File: config.mk
export PLATFORM = sky130hd
export DESIGN_NAME = pdc_channel
export DESIGN_NICKNAME = d
export VERILOG_FILES = /design/src/design/pdc_arbiter.v /design/src/design/pdc_channel.v /design/src/design/pdc_wb_slave.v
export VERILOG_INCLUDE_DIRS = /design/src /design/src/design
export SDC_FILE = /design/constraint.sdc
export NUM_CORES = 1
export LEC_CHECK = 0
export BUFFER_PORTS_ARGS = -buffer_cell sky130_fd_sc_hd__buf_2
export CAP_MARGIN = 0
export CORE_UTILIZATION = 56
export CTS_BUF_LIST = sky130_fd_sc_hd__clkbuf_8
export CTS_CLUSTER_SIZE = 20
export DETAILED_ROUTE_END_ITERATION = 10
export HOLD_SLACK_MARGIN = 0.02
export PLACE_DENSITY = 0.87
export SLEW_MARGIN = 20
export SYNTH_ARGS = -nofsm -noshare
export SYNTH_HDL_FRONTEND = slang
export SYNTH_SLANG_ARGS = --single-unit
File: constraint.sdc
create_clock -name mclk_i -period 3.2 [get_ports mclk_i]
set_input_delay 0.16 -clock mclk_i [delete_from_list [all_inputs] [get_ports mclk_i]]
set_output_delay 0.16 -clock mclk_i [all_outputs]
set_load 0.005 [all_outputs]
File: src/design/pdc_defines.vh
`ifndef PDC_DEFINES_VH
`define PDC_DEFINES_VH

// Register byte addresses on the bus
`define PDC_OFF_CPTR   8'h00
`define PDC_OFF_APTR   8'h04
`define PDC_OFF_CTRL   8'h08
`define PDC_OFF_CFG    8'h0c
// Control register fields
`define PDC_CTRL_PEND  5
`define PDC_CTRL_MASK  4
`define PDC_CTRL_EOBM  3
// Configuration and status fields
`define PDC_CFG_SWAP   0
`define PDC_CFG_TBL    1
`define PDC_CFG_BUSY   2
`define PDC_CFG_EOB    3
// Reset value of every register
`define PDC_RST_REG    8'h00
// Timing counts in core clock cycles
`define PDC_SAMPLE_CYC 3'd5
`define PDC_RF_LAST    4'd7
`define PDC_MEM_LAST   4'd15
// Distance from table 0 to table 1 descriptors
`define PDC_TBL_STEP   8'h02
`endif

File: src/design/pdc_arbiter.v
`default_nettype none
`include "pdc_defines.vh"
module pdc_arbiter (
    input  wire       mclk_i,
    input  wire       reset_i,
    input  wire       dma_req_i,
    input  wire [2:0] dma_level_i,
    input  wire [2:0] cpl_i,
    input  wire       irq_req_i,
    input  wire [2:0] irq_level_i,
    input  wire       top_isr_i,
    input  wire       hold_i,
    output reg        dma_grant_o,
    output reg        irq_grant_o
);
    // Lower code is higher priority; equal allowed for DMA only
    function qualifies;
        input [2:0] lvl;
        input [2:0] current_priority_level;
        input       eq_ok;
        begin
            qualifies = eq_ok ? (lvl <= current_priority_level) : (lvl < current_priority_level);
        end
    endfunction

    reg  [2:0] tick;  // Sampling phase counter
    wire dma_ok = dma_req_i & ~top_isr_i & ~hold_i
                  & qualifies(dma_level_i, cpl_i, 1'b1);
    // Interrupts also wait while a transfer is held or running
    wire irq_ok = irq_req_i & ~hold_i
                  & qualifies(irq_level_i, cpl_i, 1'b0);

    // One shared arbitration phase every sample period
    always @(posedge mclk_i) begin
        if (reset_i) begin
            tick        <= 3'd0;
            dma_grant_o <= 1'b0;
            irq_grant_o <= 1'b0;
        end else begin
            dma_grant_o <= 1'b0;
            irq_grant_o <= 1'b0;
            if (tick == `PDC_SAMPLE_CYC - 3'd1) begin
                tick <= 3'd0;
                // Tie on level goes to DMA
                if (dma_ok && (!irq_ok ||
                    dma_level_i <= irq_level_i)) begin
                    dma_grant_o <= 1'b1;
                end else if (irq_ok) begin
                    irq_grant_o <= 1'b1;
                end
            end else begin
                tick <= tick + 3'd1;
            end
        end
    end
endmodule // pdc_arbiter
`default_nettype wire

File: src/design/pdc_channel.v
// Implementation choices: register access over Wishbone and the address map.
`default_nettype none
`include "pdc_defines.vh"
module pdc_channel (
    input  wire        mclk_i,
    input  wire        reset_i,
    // Wishbone slave
    input  wire        wb_cyc_i,
    input  wire        wb_stb_i,
    input  wire        wb_we_i,
    input  wire [7:0]  wb_adr_i,
    input  wire [3:0]  wb_sel_i,
    input  wire [31:0] wb_dat_i,
    output wire [31:0] wb_dat_o,
    output wire        wb_ack_o,
    // Peripheral side
    input  wire        periph_event_i,
    input  wire        periph_to_store_i,
    input  wire [7:0]  periph_data_i,
    output reg  [7:0]  periph_data_o,
    output reg         periph_load_o,
    // CPU arbitration side
    input  wire [2:0]  cpl_i,
    input  wire        irq_req_i,
    input  wire [2:0]  irq_level_i,
    input  wire        top_isr_i,
    input  wire        instr_end_i,
    input  wire        eob_ack_i,
    output wire        irq_grant_o,
    output reg         dma_busy_o,
    output reg         eob_irq_o,
    output reg  [2:0]  eob_level_o,
    // Register file port
    input  wire [7:0]  rf_rdata_i,
    output reg  [7:0]  rf_addr_o,
    output reg  [7:0]  rf_wdata_o,
    output reg         rf_we_o,
    output reg         rf_re_o,
    // Memory port
    input  wire [7:0]  mem_rdata_i,
    input  wire        mem_ready_i,
    output reg         mem_req_o,
    output reg         mem_we_o,
    output reg  [15:0] mem_addr_o,
    output reg         mem_seg_o,
    output reg  [7:0]  mem_wdata_o
);
    // Software-visible state
    reg  [7:0]  counter_pointer_reg;  // Counter pointer, bit 0 space
    reg  [7:0]  address_pointer_reg;  // Address pointer, bit 0 segment
    reg         request_pending;      // Pending request
    reg         transfer_mask;        // Allows DMA requests
    reg         block_end_mask;       // Allows block-end interrupt
    reg  [2:0]  source_priority;      // 000 highest
    reg         swap_en;              // Two-table mode
    reg         table_sel;            // Table now in use
    reg         eob_flag;             // Block ended, not yet taken
    // Transfer engine state
    reg         armed;                // Granted, waiting for end
    reg         busy;                 // Transfer running
    reg  [3:0]  step;                 // Cycle inside the transfer
    reg         space_q;              // Space latched at start
    reg         dir_q;                // 1: peripheral to storage
    reg  [15:0] addr_d;               // Fetched address descriptor
    reg  [15:0] cnt_d;                // Fetched counter descriptor

    wire [3:0]  wr_hit;               // One-hot register write
    wire [31:0] rd_word;              // All registers for read
    wire        dma_grant;            // Acknowledge pulse

    // Pair base inside the register file for the active table
    function [7:0] desc_base;
        input [7:0] ptr;
        input       tbl;
        begin
            desc_base = {ptr[7:1], 1'b0}
                        + (tbl ? `PDC_TBL_STEP : 8'h00);
        end
    endfunction

    // Post step, cut to 8 bits outside memory mode
    function [15:0] step_word;
        input [15:0] v;
        input        wide;
        input        up;
        reg   [15:0] r;
        begin
            r = up ? v + 16'h0001 : v - 16'h0001;
            step_word = wide ? r : {8'h00, r[7:0]};
        end
    endfunction

    wire [7:0]  cbase = desc_base(counter_pointer_reg, table_sel);
    wire [7:0]  abase = desc_base(address_pointer_reg, table_sel);
    wire [7:0]  cnext = cbase + 8'h01;
    wire [7:0]  anext = abase + 8'h01;
    // Updated descriptors from the fetched values
    wire [15:0] next_addr = step_word(addr_d, ~space_q, 1'b1);
    wire [15:0] next_cnt  = step_word(cnt_d, ~space_q, 1'b0);
    wire        last_w    = (next_cnt == 16'h0000);
    // Final cycle of the transfer in either space
    wire        fin_w = busy && (step == (space_q ? `PDC_RF_LAST
                                                  : `PDC_MEM_LAST));

    assign rd_word = {4'h0, eob_flag, busy, table_sel, swap_en,
                      2'b00, request_pending, transfer_mask,
                      block_end_mask, source_priority,
                      address_pointer_reg, counter_pointer_reg};

    pdc_wb_slave u_bus (
        .mclk_i    (mclk_i),
        .reset_i   (reset_i),
        .wb_cyc_i  (wb_cyc_i),
        .wb_stb_i  (wb_stb_i),
        .wb_we_i   (wb_we_i),
        .wb_adr_i  (wb_adr_i),
        .wb_sel_i  (wb_sel_i),
        .rd_word_i (rd_word),
        .wb_ack_o  (wb_ack_o),
        .wb_dat_o  (wb_dat_o),
        .wr_hit_o  (wr_hit)
    );

    // Arbiter is held while armed or busy, so one at a time
    pdc_arbiter u_arb (
        .mclk_i      (mclk_i),
        .reset_i     (reset_i),
        .dma_req_i   (request_pending & transfer_mask),
        .dma_level_i (source_priority),
        .cpl_i       (cpl_i),
        .irq_req_i   (irq_req_i),
        .irq_level_i (irq_level_i),
        .top_isr_i   (top_isr_i),
        .hold_i      (armed | busy),
        .dma_grant_o (dma_grant),
        .irq_grant_o (irq_grant_o)
    );

    // Control and status bits; hardware set is applied last
    always @(posedge mclk_i) begin
        if (reset_i) begin
            counter_pointer_reg <= `PDC_RST_REG;
            address_pointer_reg <= `PDC_RST_REG;
            request_pending     <= 1'b0;
            transfer_mask       <= 1'b0;
            block_end_mask      <= 1'b0;
            source_priority     <= 3'b000;
            swap_en             <= 1'b0;
            table_sel           <= 1'b0;
            eob_flag            <= 1'b0;
            eob_irq_o           <= 1'b0;
            eob_level_o         <= 3'b000;
        end else begin
            if (wr_hit[0]) begin
                counter_pointer_reg <= wb_dat_i[7:0];
            end
            if (wr_hit[1]) begin
                address_pointer_reg <= wb_dat_i[7:0];
            end
            // Acknowledge drops the pending request
            if (dma_grant) begin
                request_pending <= 1'b0;
            end
            // Software may set or cancel the request itself
            if (wr_hit[2]) begin
                request_pending <= wb_dat_i[`PDC_CTRL_PEND];
                transfer_mask   <= wb_dat_i[`PDC_CTRL_MASK];
                block_end_mask  <= wb_dat_i[`PDC_CTRL_EOBM];
                source_priority <= wb_dat_i[2:0];
            end
            if (wr_hit[3]) begin
                swap_en <= wb_dat_i[`PDC_CFG_SWAP];
            end
            // Block-end flag: write one to clear, or CPU take
            if ((wr_hit[3] && wb_dat_i[`PDC_CFG_EOB]) || eob_ack_i) begin
                eob_flag <= 1'b0;
            end
            // Back to table 0 once swapping stops and idle
            if (!swap_en && !busy) begin
                table_sel <= 1'b0;
            end
            // Block end: swap tables or close the channel
            if (fin_w && last_w) begin
                eob_flag <= 1'b1;
                if (swap_en) begin
                    table_sel <= ~table_sel;
                end else begin
                    transfer_mask <= 1'b0;
                end
            end
            // A trigger in the clearing cycle is not lost
            if (periph_event_i) begin
                request_pending <= 1'b1;
            end
            // Interrupt gated by the block-end mask
            eob_irq_o <= block_end_mask & (eob_flag |
                         (request_pending & ~transfer_mask));
            eob_level_o <= source_priority;
        end
    end

    // Transfer engine; fixed step schedule per space
    always @(posedge mclk_i) begin
        if (reset_i) begin
            armed         <= 1'b0;
            busy          <= 1'b0;
            dma_busy_o    <= 1'b0;
            step          <= 4'd0;
            space_q       <= 1'b0;
            dir_q         <= 1'b0;
            addr_d        <= 16'h0000;
            cnt_d         <= 16'h0000;
            periph_data_o <= 8'h00;
            periph_load_o <= 1'b0;
            rf_addr_o     <= 8'h00;
            rf_wdata_o    <= 8'h00;
            rf_we_o       <= 1'b0;
            rf_re_o       <= 1'b0;
            mem_req_o     <= 1'b0;
            mem_we_o      <= 1'b0;
            mem_addr_o    <= 16'h0000;
            mem_seg_o     <= 1'b0;
            mem_wdata_o   <= 8'h00;
        end else begin
            // Strobes default low each cycle
            rf_we_o       <= 1'b0;
            rf_re_o       <= 1'b0;
            periph_load_o <= 1'b0;
            if (dma_grant) begin
                armed <= 1'b1;
            end
            if (!busy) begin
                // Start only between instructions
                if (armed && instr_end_i) begin
                    armed      <= 1'b0;
                    busy       <= 1'b1;
                    dma_busy_o <= 1'b1;
                    step       <= 4'd0;
                    space_q    <= counter_pointer_reg[0];
                    dir_q      <= periph_to_store_i;
                    mem_seg_o  <= address_pointer_reg[0];
                end
            end else begin
                step <= step + 4'd1;
                if (space_q) begin
                    // Register space: address even, counter odd
                    case (step)
                        4'd0: begin
                            rf_addr_o <= cbase;
                            rf_re_o   <= 1'b1;
                        end
                        4'd1: begin
                            rf_addr_o <= cnext;
                            rf_re_o   <= 1'b1;
                        end
                        4'd2: begin
                            addr_d <= {8'h00, rf_rdata_i};
                        end
                        4'd3: begin
                            cnt_d     <= {8'h00, rf_rdata_i};
                            rf_addr_o <= addr_d[7:0];
                            if (dir_q) begin
                                rf_wdata_o    <= periph_data_i;
                                rf_we_o       <= 1'b1;
                                periph_load_o <= 1'b1;
                            end else begin
                                rf_re_o <= 1'b1;
                            end
                        end
                        4'd4: begin
                            rf_addr_o  <= cbase;
                            rf_wdata_o <= next_addr[7:0];
                            rf_we_o    <= 1'b1;
                        end
                        4'd5: begin
                            if (!dir_q) begin
                                periph_data_o <= rf_rdata_i;
                                periph_load_o <= 1'b1;
                            end
                            rf_addr_o  <= cnext;
                            rf_wdata_o <= next_cnt[7:0];
                            rf_we_o    <= 1'b1;
                        end
                        `PDC_RF_LAST: begin
                            busy       <= 1'b0;
                            dma_busy_o <= 1'b0;
                            step       <= 4'd0;
                        end
                        default: begin
                        end
                    endcase
                end else begin
                    // Memory space: 16-bit pairs, high byte even
                    case (step)
                        4'd0: begin
                            rf_addr_o <= cbase;
                            rf_re_o   <= 1'b1;
                        end
                        4'd1: begin
                            rf_addr_o <= cnext;
                            rf_re_o   <= 1'b1;
                        end
                        4'd2: begin
                            cnt_d[15:8] <= rf_rdata_i;
                            rf_addr_o   <= abase;
                            rf_re_o     <= 1'b1;
                        end
                        4'd3: begin
                            cnt_d[7:0] <= rf_rdata_i;
                            rf_addr_o  <= anext;
                            rf_re_o    <= 1'b1;
                        end
                        4'd4: begin
                            addr_d[15:8] <= rf_rdata_i;
                        end
                        4'd5: begin
                            addr_d[7:0] <= rf_rdata_i;
                        end
                        4'd6: begin
                            mem_req_o   <= 1'b1;
                            mem_we_o    <= dir_q;
                            mem_addr_o  <= addr_d;
                            mem_wdata_o <= periph_data_i;
                            if (dir_q) begin
                                periph_load_o <= 1'b1;
                            end
                        end
                        4'd7: begin
                            // Wait states stretch the transfer
                            if (!mem_ready_i) begin
                                step <= step;
                            end else begin
                                mem_req_o <= 1'b0;
                                mem_we_o  <= 1'b0;
                                if (!dir_q) begin
                                    periph_data_o <= mem_rdata_i;
                                    periph_load_o <= 1'b1;
                                end
                            end
                        end
                        4'd8: begin
                            rf_addr_o  <= abase;
                            rf_wdata_o <= next_addr[15:8];
                            rf_we_o    <= 1'b1;
                        end
                        4'd9: begin
                            rf_addr_o  <= anext;
                            rf_wdata_o <= next_addr[7:0];
                            rf_we_o    <= 1'b1;
                        end
                        4'd10: begin
                            rf_addr_o  <= cbase;
                            rf_wdata_o <= next_cnt[15:8];
                            rf_we_o    <= 1'b1;
                        end
                        4'd11: begin
                            rf_addr_o  <= cnext;
                            rf_wdata_o <= next_cnt[7:0];
                            rf_we_o    <= 1'b1;
                        end
                        `PDC_MEM_LAST: begin
                            busy       <= 1'b0;
                            dma_busy_o <= 1'b0;
                            step       <= 4'd0;
                        end
                        default: begin
                        end
                    endcase
                end
            end
        end
    end
endmodule // pdc_channel
`default_nettype wire

File: src/design/pdc_wb_slave.v
`default_nettype none
`include "pdc_defines.vh"
module pdc_wb_slave (
    input  wire        mclk_i,
    input  wire        reset_i,
    input  wire        wb_cyc_i,
    input  wire        wb_stb_i,
    input  wire        wb_we_i,
    input  wire [7:0]  wb_adr_i,
    input  wire [3:0]  wb_sel_i,
    input  wire [31:0] rd_word_i,
    output reg         wb_ack_o,
    output reg  [31:0] wb_dat_o,
    output wire [3:0]  wr_hit_o
);
    // Decode to {valid, index}; misaligned addresses are unmapped
    function [2:0] reg_index;
        input [7:0] a;
        begin
            case (a)
                `PDC_OFF_CPTR: reg_index = 3'b100;
                `PDC_OFF_APTR: reg_index = 3'b101;
                `PDC_OFF_CTRL: reg_index = 3'b110;
                `PDC_OFF_CFG:  reg_index = 3'b111;
                default:       reg_index = 3'b000;
            endcase
        end
    endfunction

    wire [2:0] idx   = reg_index(wb_adr_i);  // Current decode
    wire       wr_ok = wb_ack_o & wb_cyc_i & wb_stb_i & wb_we_i
                       & wb_sel_i[0] & idx[2];

    // Write lands only on the edge where ack is high
    assign wr_hit_o = wr_ok ? (4'b0001 << idx[1:0]) : 4'b0000;

    // Ack one cycle after request, dropped the cycle after
    always @(posedge mclk_i) begin
        if (reset_i) begin
            wb_ack_o <= 1'b0;
            wb_dat_o <= 32'h0000_0000;
        end else begin
            wb_ack_o <= wb_cyc_i & wb_stb_i & ~wb_ack_o;
            if (wb_cyc_i && wb_stb_i && !wb_ack_o && idx[2]) begin
                // Narrow register in the low byte, rest zero
                wb_dat_o <= {24'h00_0000,
                             rd_word_i[{idx[1:0], 3'b000} +: 8]};
            end else begin
                // Unmapped reads answer zero
                wb_dat_o <= 32'h0000_0000;
            end
        end
    end
endmodule // pdc_wb_slave
`default_nettype wire

Yosys cells after proc, flatten, opt, wreduce, memory -nomap -nowiden
Cells that the tools add are included.

Bits of input ports: 86. Word-level logic and storage cells: 235. Flip-flop bits (word level): 162. Output and inout bits: 93.

Reduce and logical (&&, ||, !) cells: 56. Eq/ne operators: 27. Bitwise gates (word level): 27. Multiplexer cells: 74. Add/sub/neg operators: 8. Shift operators: 2. Order comparisons: 3.

Operators by type and width (number): $mux 8 (13); $mux 16 (6); $pmux 8 s4 (2); $pmux 8 s3 (2); $mux 1 (35); $shiftx 32x6->8 (1); $mux 4 (7); $reduce_or 2->1 (12); $eq 4x4->1 const B (5); $reduce_and 3->1 (6); $add 16x1->16 const B (1); $add 8x1->8 const B (2); $eq 4x3->1 const B (4); $eq 8x4->1 const B (2); $logic_not 16->1 (1); $reduce_bool 2->1 (8); $sub 16x1->16 const B (1); $and 1x1->1 (15); $pmux 1 s2 (6); $pmux 3 s4 (1); $not 1->1 (10); $reduce_bool 5->1 (2); $logic_and 1x1->1 (9); $add 8x2->8 (1); other kinds (32) (45).

Longest topological paths before layout
Depth after elaboration: 10. Depth in mapped cells: 10. Depth with buffers taken out: 8.

Hierarchy
A second synthesis with hierarchy kept.

Cells, all modules: 883. Area total of the unflattened synthesis: 7543.5 um^2.

By module, submodules not included: pdc_channel (sequential area each 2482.4 um^2, cells each 769, times used 1, area each 6372.4 um^2); pdc_wb_slave (sequential area each 180.2 um^2, cells each 67, times used 1, area each 759.5 um^2); pdc_arbiter (sequential area each 100.1 um^2, cells each 47, times used 1, area each 411.6 um^2).

Worst setup path before layout
OpenSTA, ideal clock, no wires.

Path type: register to register. From: register cnt_d[3]. To: register transfer_mask. Arrival: 2367 ps. Required time: 3085 ps. Setup time: 115 ps. Path slack: 718 ps. Path buffers: 2. Period minus slack after synthesis: 2482 ps. Stages on the path, launching flop included: 9. Cells stage by stage: dfxtp_1 > buf_6 > or4_4 > buf_6 > nor4b_1 > xnor2_1 > a31oi_1 > or4_4 > o21a_1.

Cells in the longest elaborated chain, start to end: 5.

RTL lines: from (decl) (line pdc_channel.v:65) `reg [15:0] cnt_d;`; from (signal assigned) (line pdc_channel.v:260) `cnt_d <= {8'h00, rf_rdata_i};`; from (signal assigned) (line pdc_channel.v:309) `cnt_d[7:0] <= rf_rdata_i;`; $sub 16x1->16 (line pdc_channel.v:88) `r = up ? v + 16'h0001 : v - 16'h0001;`; $mux 16 (line pdc_channel.v:89) `step_word = wide ? r : {8'h00, r[7:0]};`; $logic_not 16->1 (line pdc_channel.v:100) `wire last_w = (next_cnt == 16'h0000);`; $logic_and 1x1->1 (line pdc_channel.v:183) `if (fin_w && last_w) begin`; $mux 1 (line pdc_channel.v:183); to (signal assigned) (line pdc_channel.v:167) `` transfer_mask <= wb_dat_i[`PDC_CTRL_MASK]; ``; to (decl) (line pdc_channel.v:52) `reg transfer_mask;`.

No other way between the ends. A chain may end at the register's enable or synchronous reset.

Final worst setup path
From: register cnt_d[0]. To: register transfer_mask.

Same word-level chain as after synthesis.

==> impl.org <==
** Outcome
- The run finished with clean final reports.

** Worst setup path
- The setup path with the least slack is of type reg2reg.
- Sort of element at the start of the critical path :: flop
- Data on the critical path arrives at its endpoint at 3.10 ns.
- In this run the worst path has a maximum fanout of 7.
- STA classifies the critical path endpoint as a flop.
- At the worst endpoint, the required time is around 3.6 ns.

** Finish
- The filler cells instantiated in the layout total 979.
- The library cell used most frequently in the layout, excluding fill and tap cells, is sky130_fd_sc_hd__dfxtp_1.
- Area growth, synth to finish :: 19.5%
- The repair_antennas step left the layout with diodes totalling 0.
- Excluding fillers, the count of instances in the completed layout stands at between 1000 and 1500.
- Across the whole layout, storage elements account for 2760 µm².
- Fraction of final layout cells with drive strength greater than 1 :: 18.1%
- Most used cells in the layout excluding fill and tap cells :: sky130_fd_sc_hd__dfxtp_1 (137), sky130_fd_sc_hd__nand2_1 (127), sky130_fd_sc_hd__buf_2 (126)
- The largest registers in the layout are addr_d (16), cnt_d (16), mem_addr_o (16).
- Multi-input combinational cell area :: 4220 µm²
- Final net count :: 1150

** Clock tree
- In this run, post-CTS repair resized a total of 0 instances.
- CTS Root Buffer Type :: sky130_fd_sc_hd__clkbuf_8
- CTS built an H-tree with a depth of 4.
- Count of buffers added by post-CTS timing repair for setup :: 0
- Clock-pin slew was measured on the worst setup and hold paths at 0.08 ns.
- Total clock buffers created by CTS :: 17
- Clock Tree Buf Depth :: 2
- TritonCTS clock tree :: yes
- Count of hold-fix buffers inserted at cts :: 38
- The clock drives roughly 140 sinks.
- Worst-skew pair later-pin latency :: 0.47 ns

** Place
- The count of buffers added on input and output ports is 127.
- Final estimated routing congestion in global placement :: 0.925
- Once placement completed, the tool counted placed cells totaling around 1200.
- OpenSTA, run right after detailed placement, puts the worst setup slack at about 0.5 ns.
- Hpwl dp :: 14000 µm

** Floorplanning
- After floorplanning, the core was sized to cover 12800 µm².
- Floorplan row count :: 41
- Num ports :: 179
- Die Wd :: 117 µm
- The die is 117 µm tall.
- The die covers 13700 µm².
- Starting utilization of the core area :: 57.9%

** GRT
- Number of global-route vias before repair :: 6526
- GRT Residual Overflow :: 0
- The first global-routing pass estimated 32300 µm of wire.
- Gr usage total :: 30.8%
- Maximum number of pins on one net before global-route repair :: 65
- Antenna violations before repair :: 0

** Pwr
- Power spread over the standard cell area amounts to 390 nW/µm².
- Leakage dissipation :: 3.52 nW
- IR analysis of the VDD net gives a maximum drop of 0.222 mV.

** Logic synthesis
- After synthesis, the netlist uses just over 70 different library cells.
- Proportion of synthesized chip area in sequential cells :: 37.3%
- Yosys Warn Count :: 0
- Mean Syn Cell Area :: between 8 and 9 µm²
- Largest family of logic cells by synthesized area :: simple AND/OR/NAND/NOR gates
- Number of instances in the synthesized netlist :: around 900
- In this run, synthesis inferred 0 flip-flops with an integrated enable.
- The synthesized netlist devotes 23.4% of its cell area to simple gates.
- The synthesized netlist devotes approximately 16% of its cell area to compound gates.
- Xor and xnor area share after synthesis :: 4.50%
- Of all flip-flops after synthesis, the portion carrying an async set or reset was 0%.
- Number of storage elements in the synthesis netlist :: 138
- Fraction of synthesized area in multiplexers :: 8.12%
- In the synthesized netlist the dominant register cell turns out to be sky130_fd_sc_hd__dfxtp_1.
- Post-synthesis instance area :: around 7400 µm²
- Post-synthesis share of cell area spent on full adders, half adders and majority gates :: 3.55%

** Timing
- Number of failing setup endpoints in the final timing report :: 0
- Count of final hold-check violations :: 0
- For the final database, setup skew stands at about 0.014 ns.
- In the finished design, the share of the clock period the worst path needs comes to 85.4%.
- Setup repair after global routing left no endpoint under its margin.
- Summed over all failing endpoints, the final setup total negative slack is 0 ns.
- Once routing completed, OpenROAD measured the worst setup slack at 0.466 ns.
- Worst slew slack as a fraction of its limit :: 39.9%
- The smallest clock period supported by the final layout is computed as 2.73 ns.
- Slew of the pin with the lowest slew margin :: 0.896 ns
- Final worst hold slack :: around 0.046 ns
- For this run, the top clock speed supported by timing is between 300 and 400 MHz.
- Count of final max-slew check failures :: 0

** Detailed routing
- Before antenna repair, the detailed router went through 5 iterations.
- Total wire length :: between 20000 and 25000 µm
- Routed vias :: 7157
- In the routed layout, each cell is associated on average with a via count of 5.83.
- For this run, design rule violations remaining after detail routing come to 0.
- Number of routed nets with antenna violations :: 0
- Detailed Route Iter0 Violations :: 731
- WL/cell :: 16.6 µm

** Hold path
- The tightest min-delay check is of the in2reg type.

** Job
- Number of max-cap violations :: 0
metal layers:
| layer | part of all wire, % | global-route usage [%] | routed length, µm |
|---|---|---|---|
| met1 | 45 | 40.8 | 9050 |
| met3 | 8.4 | 7.67 | 1710 |
| met5 | 0 | 0 | 0 |
| met4 | 2.2 | 11.1 | 444 |
| met2 | 45 | 48.6 | 9110 |
power breakdown:
group	internal, W	switching [W]	leakage, nW
clock	0.000859	0.000676	0.219
sequential	0.00172	0.00000576	1.11
combinational	0.0000857	0.0000980	2.19
cell usage after synthesis, types with 3 or more instances:
cell type                  instances  area share, %
sky130_fd_sc_hd__a211oi_1         15            1.5
sky130_fd_sc_hd__a21o_1            3           0.30
sky130_fd_sc_hd__a21oi_1          74            5.0
sky130_fd_sc_hd__a221oi_1          5           0.59
sky130_fd_sc_hd__a22oi_1           5           0.51
sky130_fd_sc_hd__a31oi_1           8           0.68
sky130_fd_sc_hd__and2_1            7           0.59
sky130_fd_sc_hd__and3_1            6           0.51
sky130_fd_sc_hd__and4_1            4           0.47
sky130_fd_sc_hd__buf_4            24            2.4
sky130_fd_sc_hd__clkbuf_1         51            2.6
sky130_fd_sc_hd__dfxtp_1         138             37
sky130_fd_sc_hd__ha_1             21            3.6
sky130_fd_sc_hd__inv_1            26            1.3
sky130_fd_sc_hd__mux2i_1          51            6.9
sky130_fd_sc_hd__mux4_2            4            1.2
sky130_fd_sc_hd__nand2_1         127            6.4
sky130_fd_sc_hd__nand2b_1          7           0.59
sky130_fd_sc_hd__nand3_1          31            2.1
sky130_fd_sc_hd__nand3b_1          6           0.61
sky130_fd_sc_hd__nand4_1           9           0.76
sky130_fd_sc_hd__nor2_1           83            4.2
sky130_fd_sc_hd__nor2b_1          24            2.0
sky130_fd_sc_hd__nor3_1           18            1.2
sky130_fd_sc_hd__nor3b_1           6           0.61
sky130_fd_sc_hd__nor4_1            9           0.76
sky130_fd_sc_hd__o211ai_1          7           0.71
sky130_fd_sc_hd__o21ai_0          15            1.0
sky130_fd_sc_hd__o21ai_1           4           0.27
sky130_fd_sc_hd__o221ai_1         13            1.5
sky130_fd_sc_hd__o22ai_1           3           0.25
sky130_fd_sc_hd__or3_1             5           0.42
sky130_fd_sc_hd__or4_1             4           0.41
sky130_fd_sc_hd__or4_4             3           0.46
sky130_fd_sc_hd__xnor2_1          17            2.0
sky130_fd_sc_hd__xor2_1           21            2.5
worst max-delay path, stage by stage, from the launching register on:
cell	delay, ns
sky130_fd_sc_hd__dfxtp_1	0.40
sky130_fd_sc_hd__inv_1	0.09
sky130_fd_sc_hd__ha_1	0.23
sky130_fd_sc_hd__nor3b_1	0.40
sky130_fd_sc_hd__nor4b_1	0.45
sky130_fd_sc_hd__xnor2_1	0.17
sky130_fd_sc_hd__a31oi_1	0.15
sky130_fd_sc_hd__or4_4	0.56
sky130_fd_sc_hd__o21a_1	0.18
cells by family (layout without fill, tap and decap cells):
family,Yosys count,in the layout
and+or+nand+nor,359,359
other,1,24
AOI/OAI and AO/OA,183,183
buffers and inverters,108,237
xor gates and xnor gates,38,38
DFF,138,138
muxes,55,55
adders and majority gates,21,21
final cells by class:
| class | count | area share, % |
|---|---|---|
| Sequential cell | 138 | 31.2 |
| Clock buffer | 18 | 2.80 |
| Clock inverter | 13 | 2.01 |
| Multi-Input combinational cell | 680 | 47.7 |
| Inverter | 27 | 1.15 |
| Timing Repair Buffer | 179 | 12.7 |
| Tap cell | 172 | 2.43 |
metrics by stage:
stage	instance area (µm²)	utilization (%)	total power (W)
after floorplan	7490	-	0.00186
after global placement	8040	62.9	0.00191
after detailed placement	8040	62.9	0.00191
after CTS	8850	69.3	0.00345
after global routing	8850	69.3	0.00357
final	8850	69.3	0.00345
final timing paths:
path / startpoint / end / slack, ns / cells after the start
setup / recovery: cnt_d[0] / transfer_mask / 0.47 / 8
hold / removal: mem_rdata_i[7] / periph_data_o[7] / 0.05 / 3
setup reg to reg: cnt_d[0] / transfer_mask / 0.47 / 8
hold reg to reg: mem_addr_o[0] / mem_addr_o[0] / 0.46 / 2
(Power assumes the default switching activity.)
